==> src/rtl/wp_pkg.sv <==
// Constants for the serial memory write-protection logic
package wp_pkg;
    localparam logic [7:0] INSTR_STATUS_WRITE = 8'h01;
    localparam logic [7:0] INSTR_ARRAY_WRITE  = 8'h02;
    localparam logic [7:0] INSTR_LATCH_CLEAR  = 8'h04;
    localparam logic [7:0] INSTR_LATCH_SET    = 8'h06;
    localparam int SR_BUSY_POS  = 0;
    localparam int SR_LATCH_POS = 1;
    localparam int SR_BP_LO_POS = 2;
    localparam int SR_BP_HI_POS = 3;
    localparam int SR_HWP_POS   = 7;
    localparam logic [1:0] BP_NONE    = 2'h0;
    localparam logic [1:0] BP_QUARTER = 2'h1;
    localparam logic [1:0] BP_HALF    = 2'h2;
    localparam logic [1:0] BP_ALL     = 2'h3;
    localparam int INSTR_BITS = 8;
    localparam int ADDR_BITS  = 16;
    localparam int DATA_BITS  = 8;
    // Self-timed write time and cycle count at 40 MHz
    localparam int WRITE_TIME_US = 6000;
    localparam int CLK_MHZ       = 40;
    localparam int WRITE_CYCLES  = WRITE_TIME_US * CLK_MHZ;
endpackage

==> src/rtl/wp_logic.sv <==
// Write-protection core of an SPI serial memory
`timescale 1ns/1ps
//
// Function
// - Status write instruction updates only protect bits and hardware-protect enable.
// - Array split into four equal segments; none, one, two or four protectable.
// - Protect code 00 none, 01 upper quarter, 10 upper half, 11 all.
// - Protected ranges scale with density and end at the top address.
// - Hardware protection active only with pin low and enable bit set.
// - Hardware protection blocks only nonvolatile status bits, not the array.
// - Write latch cleared at reset so nothing writes until set again.
// - Latch cleared after an array write or status write completes.
// - Write starts only on select rising after whole bytes; else abandoned.
// - During internal write, array accesses are ignored, programming continues.
// - After reset: standby, select inactive, serial output not driven.
// - Active state entered only on a select falling edge after reset.
// - Latch zero: nothing writable; one: unprotected array and unlocked status.
// - Protect bits at status 3:2, enable at bit 7, written by status write.
// - Code 06h sets latch, 04h clears it, whatever the protection.
// - Status write code 01h, received MSB first on rising serial clock.
module wp_logic #(
    parameter int ADDR_W       = 15,
    parameter int WRITE_CYCLES = wp_pkg::WRITE_CYCLES
) (
    // Clock and reset
    input  wire logic              clk_sys,
    input  wire logic              sys_rst,
    // Serial pins
    input  wire logic              cs_n,
    input  wire logic              sck,
    input  wire logic              si,
    input  wire logic              wp_n,
    output wire logic              so_out,
    output wire logic              so_oe,
    // Status and array write request
    output logic      [7:0]        status,
    output logic                   array_wr,
    output logic      [ADDR_W-1:0] array_addr,
    output logic      [7:0]        array_data
);
    typedef enum logic [2:0] {
        ST_IDLE = 3'b001,
        ST_ACT  = 3'b010,
        ST_BUSY = 3'b100
    } state_t;

    state_t      state;
    logic [2:0]  cs_s;
    logic [2:0]  sck_s;
    logic [1:0]  si_s;
    logic [1:0]  wp_s;
    logic [31:0] bitcnt;
    logic [7:0]  instr;
    logic [ADDR_W-1:0] addr;
    logic [7:0]  shreg;
    logic        latch;
    logic [1:0]  bp;
    logic        hwp_en;
    logic        pend_sr;
    logic        pend_arr;
    logic [31:0] timer;

    // Synchronisers; only stages 1 and later are read
    always_ff @(posedge clk_sys)
    begin
        cs_s  <= {cs_s[1:0], cs_n};
        sck_s <= {sck_s[1:0], sck};
        si_s  <= {si_s[0], si};
        wp_s  <= {wp_s[0], wp_n};
    end

    wire logic cs_fall  = cs_s[2] && !cs_s[1];
    wire logic cs_rise  = !cs_s[2] && cs_s[1];
    wire logic sck_rise = !sck_s[2] && sck_s[1] && !cs_s[1];
    wire logic [7:0] next_shreg = {shreg[6:0], si_s[1]};
    wire logic [1:0] next_bp = {shreg[wp_pkg::SR_BP_HI_POS], shreg[wp_pkg::SR_BP_LO_POS]};
    wire logic [31:0] next_bitcnt = bitcnt + 32'h1;
    wire logic byte_done = sck_rise && (next_bitcnt[2:0] == 3'h0);
    wire logic hw_active = !wp_s[1] && hwp_en;
    wire logic sr_writable = latch && !hw_active;
    wire logic addr_locked;
    wire logic busy = (state == ST_BUSY);
    wire logic instr_byte = byte_done && next_bitcnt == wp_pkg::INSTR_BITS;
    wire logic sr_byte = byte_done && instr == wp_pkg::INSTR_STATUS_WRITE
                      && next_bitcnt == wp_pkg::INSTR_BITS + wp_pkg::DATA_BITS;
    wire logic addr_done = byte_done && instr == wp_pkg::INSTR_ARRAY_WRITE
                      && next_bitcnt == wp_pkg::INSTR_BITS + wp_pkg::ADDR_BITS;
    wire logic data_byte = byte_done && instr == wp_pkg::INSTR_ARRAY_WRITE
                      && next_bitcnt > wp_pkg::INSTR_BITS + wp_pkg::ADDR_BITS;
    wire logic arr_go = cs_rise && pend_arr && state == ST_ACT
                      && bitcnt[2:0] == 3'h0;
    // Pin is checked again at the commit edge, not only at the data byte
    wire logic sr_go = cs_rise && pend_sr && !hw_active && state == ST_ACT
                      && bitcnt == wp_pkg::INSTR_BITS + wp_pkg::DATA_BITS;

    wp_range_check #(.ADDR_W(ADDR_W)) u_range (
        .bp     (bp),
        .addr   (addr),
        .locked (addr_locked)
    );

    // Serial output is never driven here; reads are outside this block
    assign so_out = 1'b0;
    assign so_oe  = 1'b0;

    always_ff @(posedge clk_sys)
    begin
        if (sys_rst)
        begin
            state    <= ST_IDLE;
            bitcnt   <= '0;
            instr    <= '0;
            addr     <= '0;
            shreg    <= '0;
            latch    <= 1'b0;
            bp       <= wp_pkg::BP_NONE;
            hwp_en   <= 1'b0;
            pend_sr  <= 1'b0;
            pend_arr <= 1'b0;
            timer    <= '0;
            array_wr <= 1'b0;
            array_addr <= '0;
            array_data <= '0;
        end
        else
        begin
            array_wr <= 1'b0;
            case (state)
                ST_IDLE:
                    if (cs_fall)
                    begin
                        state  <= ST_ACT;
                        bitcnt <= '0;
                    end
                ST_ACT:
                begin
                    if (cs_fall)
                    begin
                        bitcnt   <= '0;
                        pend_sr  <= 1'b0;
                        pend_arr <= 1'b0;
                    end
                    else if (sck_rise)
                    begin
                        shreg  <= next_shreg;
                        bitcnt <= next_bitcnt;
                    end
                    if (instr_byte)
                        instr <= next_shreg;
                    if (addr_done)
                        addr <= {addr[ADDR_W-9:0], next_shreg};
                    if (instr_byte && next_shreg == wp_pkg::INSTR_ARRAY_WRITE)
                        addr <= '0;
                    if (byte_done && instr == wp_pkg::INSTR_ARRAY_WRITE
                        && next_bitcnt == wp_pkg::INSTR_BITS * 2)
                        addr <= {addr[ADDR_W-9:0], next_shreg};
                    if (sr_byte && sr_writable)
                        pend_sr <= 1'b1;
                    if (data_byte && latch && !addr_locked)
                    begin
                        pend_arr   <= 1'b1;
                        array_data <= next_shreg;
                    end
                    if (cs_rise && bitcnt == wp_pkg::INSTR_BITS)
                    begin
                        if (instr == wp_pkg::INSTR_LATCH_SET)
                            latch <= 1'b1;
                        if (instr == wp_pkg::INSTR_LATCH_CLEAR)
                            latch <= 1'b0;
                    end
                    if (sr_go)
                    begin
                        bp     <= next_bp;
                        hwp_en <= shreg[wp_pkg::SR_HWP_POS];
                    end
                    if (arr_go)
                    begin
                        array_wr   <= 1'b1;
                        array_addr <= addr;
                    end
                    if (sr_go || arr_go)
                    begin
                        state <= ST_BUSY;
                        timer <= '0;
                    end
                    else if (cs_rise)
                        state <= ST_IDLE;
                    if (cs_rise)
                    begin
                        pend_sr  <= 1'b0;
                        pend_arr <= 1'b0;
                    end
                end
                ST_BUSY:
                begin
                    // Frames during programming are ignored; timer runs on
                    timer <= timer + 32'h1;
                    if (timer == WRITE_CYCLES - 1)
                    begin
                        state <= ST_IDLE;
                        latch <= 1'b0;
                    end
                end
                default:
                    state <= ST_IDLE;
            endcase
        end
    end

    always_comb
    begin
        status = 8'h00;
        status[wp_pkg::SR_BUSY_POS]  = busy;
        status[wp_pkg::SR_LATCH_POS] = latch;
        status[wp_pkg::SR_BP_LO_POS] = bp[0];
        status[wp_pkg::SR_BP_HI_POS] = bp[1];
        status[wp_pkg::SR_HWP_POS]   = hwp_en;
    end
endmodule

==> src/rtl/wp_range_check.sv <==
// Block-protect address decode
`timescale 1ns/1ps
module wp_range_check #(
    parameter int ADDR_W = 15
) (
    // Protection setting and address
    input  wire logic [1:0]        bp,
    input  wire logic [ADDR_W-1:0] addr,
    // Result
    output wire logic              locked
);
    // Top two address bits pick the quarter; ranges always end at the top
    wire logic [1:0] quarter = addr[ADDR_W-1 -: 2];
    assign locked = (bp == wp_pkg::BP_ALL)
                 || (bp == wp_pkg::BP_HALF && quarter[1])
                 || (bp == wp_pkg::BP_QUARTER && quarter == 2'h3);
endmodule

==> config.mk <==
export PLATFORM = sky130hd
export DESIGN_NAME = wp_logic
export DESIGN_NICKNAME = d
export VERILOG_FILES = /design/src/rtl/wp_pkg.sv /design/src/rtl/wp_logic.sv /design/src/rtl/wp_range_check.sv
export SDC_FILE = /design/constraint.sdc
export NUM_CORES = 1
export LEC_CHECK = 0
export BUFFER_PORTS_ARGS = -buffer_cell sky130_fd_sc_hd__buf_2
export CAP_MARGIN = 25
export CORE_ASPECT_RATIO = 1.2
export CORE_MARGIN = 2
export CORE_UTILIZATION = 63
export CTS_CLUSTER_DIAMETER = 150
export DETAILED_ROUTE_END_ITERATION = 10
export HOLD_SLACK_MARGIN = 0.15
export PLACE_DENSITY = 0.82
export SYNTH_ARGS = -nofsm -noshare
export SYNTH_HDL_FRONTEND = slang
export SYNTH_SLANG_ARGS = --single-unit
==> constraint.sdc <==
create_clock -name clk_sys -period 7.8 [get_ports clk_sys]
set_input_delay 0 -clock clk_sys [delete_from_list [all_inputs] [get_ports clk_sys]]
set_output_delay 0 -clock clk_sys [all_outputs]
set_load 0.01 [all_outputs]
==> flow_metrics.tcl <==
set metrics [dict create \
    post-route-period-util 0.4616 \
    p_clk_frac 0.518 \
    synth_edf_count 0 \
    finClkSkew_ps 8.856 \
    synthCells 863 \
    crit_arrival_ps 3940 \
    yosys.area_share.simple 0.3139 \
    fin_util 0.7238 \
    synth_common_cells "dfxtp_1, nand2_1, a21oi_1" \
    grt_first_pass_wirelength_um 28470 \
    ir_drop_mv 0.1831 \
    port_buffers 34 \
    insertion_delay_ps 420 \
    drive_gt1_frac 0.1159 \
    grt-ovfl-total 0 \
    setup_viol 0 \
    yosysUniqueCellTypes 60 \
    drc 0 \
    yosysTopAreaCellShare 0.4007 \
    place_inst 972 \
    dieArea_um2 11800 \
    critPathKind "register to register" \
    final_nets 879 \
    core-area_um2 10570 \
    combPwrFrac 0.020 \
    grt_usage 0.2940 \
    seq_power_share 0.462 \
    vias 6460 \
    n_antenna_cell 0 \
    rows 41 \
    antenna_found_initial 0 \
    max_slew_margin 0.2770 \
    muxShareOfSynthArea 0.04863 \
    slew_viol_final 0 \
    required_ps 8140 \
    drtIter0Drc 591 \
    clk_path_buf_depth 2 \
    stdcell_count 1009 \
    grt_pass1_vias 6040 \
    cts_resized 0 \
    drt_first_pass_iters 8 \
    viasPerCell 6.402 \
    clkSinkCount 138 \
    synth.most_common_cell "dfxtp_1" \
    die_width_um 99.51 \
    top_usage_layer "met2" \
    p_sw_frac 0.2395 \
    grt_util_met2 0.5008 \
    period_minus_slack_ps 3601 \
    synthAdderAreaFrac 0.01089 \
    io_pins 40 \
    grt_util_met1 0.3552 \
    synth_area_um2 6895 \
    area_delta_synth_final_pct 10.92 \
    rsz0062_at_grt "no" \
    maxCapViolCount 0 \
    hp-class "input pin to register" \
    leakage_nw 2.820 \
    yosysWarnings 0 \
    p_switching_mw 0.3679 \
    synth-compound-area-share 0.1557 \
    initial_core_util 0.6525 \
    place_hpwl_um 11620 \
    synth_top_family_by_area "simple AND/OR/NAND/NOR gates" \
    end_kind "register" \
    wl_per_cell_um 16.99 \
    fin_ws_ps 4199 \
    die_y_um 118.6 \
    cts_made_buffers 17 \
    clock.fmax_mhz 277.7 \
    synth-xor-area-share 0.01397 \
    internal_power_mw 1.168 \
    async_reset_ff_frac 0 \
    path_max_fanout 9 \
    drt-total-wl_um 17140 \
    syn_avg_cell_area_um2 7.990 \
    setup_tns_ps 0 \
    synth_seq_area_share 0.4007 \
    cts-root-buf "clkbuf_16" \
    clk_pin_slew_ps 70 \
    worst_pin_slew_ps 1081 \
    cts_tree "yes" \
    post-synth-top-area-cell "dfxtp_1" \
    antenna_left 0 \
    start_kind "register" \
    status "finished, final reports clean" \
    ys_seq_elements 138 \
    gr-usage-met3 0.06978 \
    gp_congestion 0.8980 \
    whs_ps 216.8 \
    synth_area_leaders "dfxtp_1, nand2_1, a21oi_1" \
    synth_ff_type "dfxtp_1" \
    pre_cts_ws_ps 4320 \
    power_density_nw_per_um2 200.8 \
    hold_violations 0 \
    h-tree-depth 4 \
    grt_start_max_net_pins 66 \
]
-- metrics by stage --
stage	total power [mW]	cell area [µm²]
floorplan	0.7470	6910
global placement	0.7521	7000
detailed placement	0.7543	7015
CTS	1.539	7649
global route	1.571	7649
finish	1.536	7649
-- layout make-up --
type / count / area (µm²)
Timing Repair Buffer: 46 / 280.3
Tap cell: 129 / 161.4
Inverter: 19 / 71.32
Clock inverter: 15 / 157.7
Sequential cell: 138 / 2763
Multi-Input combinational cell: 645 / 3790
Clock buffer: 17 / 425.4
Fill cell: 818 / 2919
-- metal layers --
layer / vias to the layer above / wire (µm)
li1: 3117 / -
met3: 50 / 1050
met4: 0 / 447
met5: - / 0
met2: 274 / 8584
met1: 3019 / 7059
-- worst paths after layout --
path	startpoint	end	slack [ps]	cells past startpoint
setup / recovery	bitcnt[0]	array_data[4]	4200	8
hold / removal	si	si_s[0]	220	2
setup reg to reg	bitcnt[0]	array_data[4]	4200	8
hold reg to reg	cs_s[0]	cs_s[1]	330	0
-- cell families (layout without fill, tap and decap cells) --
| kind of cell | Yosys count | in the layout |
|---|---|---|
| simple gates | 410 | 410 |
| buf+inv | 84 | 97 |
| flops | 138 | 138 |
| compound gates | 180 | 180 |
| fa+ha+maj | 6 | 6 |
| other cells | 1 | 5 |
| xor+xnor | 11 | 11 |
| mux | 33 | 33 |
-- sequential cells by signal, indices dropped and copies added (netlist names) --
signal,count
addr,15
array_addr,15
array_data,8
array_wr,1
bitcnt,32
bp,2
cs_s,3
hwp_en,1
instr,8
latch,1
pend_arr,1
pend_sr,1
sck_s,3
shreg,8
si_s,2
state,3
timer,32
wp_s,2
-- layout by cell type, fill, tap and decap left out, types with 5 or more instances in the layout --
cell / count
dlygate4sd3_1: 5
a21oi_1: 82
and2_1: 12
or4_1: 16
nand4_1: 31
nand2_1: 122
xor2_1: 7
inv_1: 19
clkbuf_16: 17
and3_1: 17
nand3_1: 44
inv_6: 7
dfxtp_1: 138
or3_1: 12
nand3b_1: 8
o22ai_1: 9
or2_2: 7
buf_4: 6
conb_1: 5
mux2i_1: 29
a22oi_1: 5
a31oi_1: 7
o21ai_0: 33
nor4_1: 16
o21a_1: 9
nand2b_1: 7
and4_1: 11
buf_2: 34
nor3_1: 17
nor2_1: 64
ha_1: 6
a211oi_1: 6
-- power groups by stage --
stage,logic (mW),clock network [mW],registers (mW)
floorplan,0.0219,0,0.725
finish,0.0307,0.795,0.710
detailed placement,0.0286,0,0.726
global route,0.0338,0.827,0.710
global placement,0.0267,0,0.725
CTS,0.0307,0.798,0.710
-- timing repair --
item,in CTS,in global routing
endpoints found under the setup margin,0,0
hold buffers,5,0
endpoints found under the hold margin,28,0
setup buffers,0,0
-- critical path, cell delays in order, from the launching register on --
cell,delay [ps]
dfxtp_1,430
ha_1,330
and4_1,310
nand2_2,120
nor2_1,390
a31oi_1,200
or4_4,520
o31ai_2,910
mux2i_1,300
Note: power is estimated with default switching activity, not from simulation.
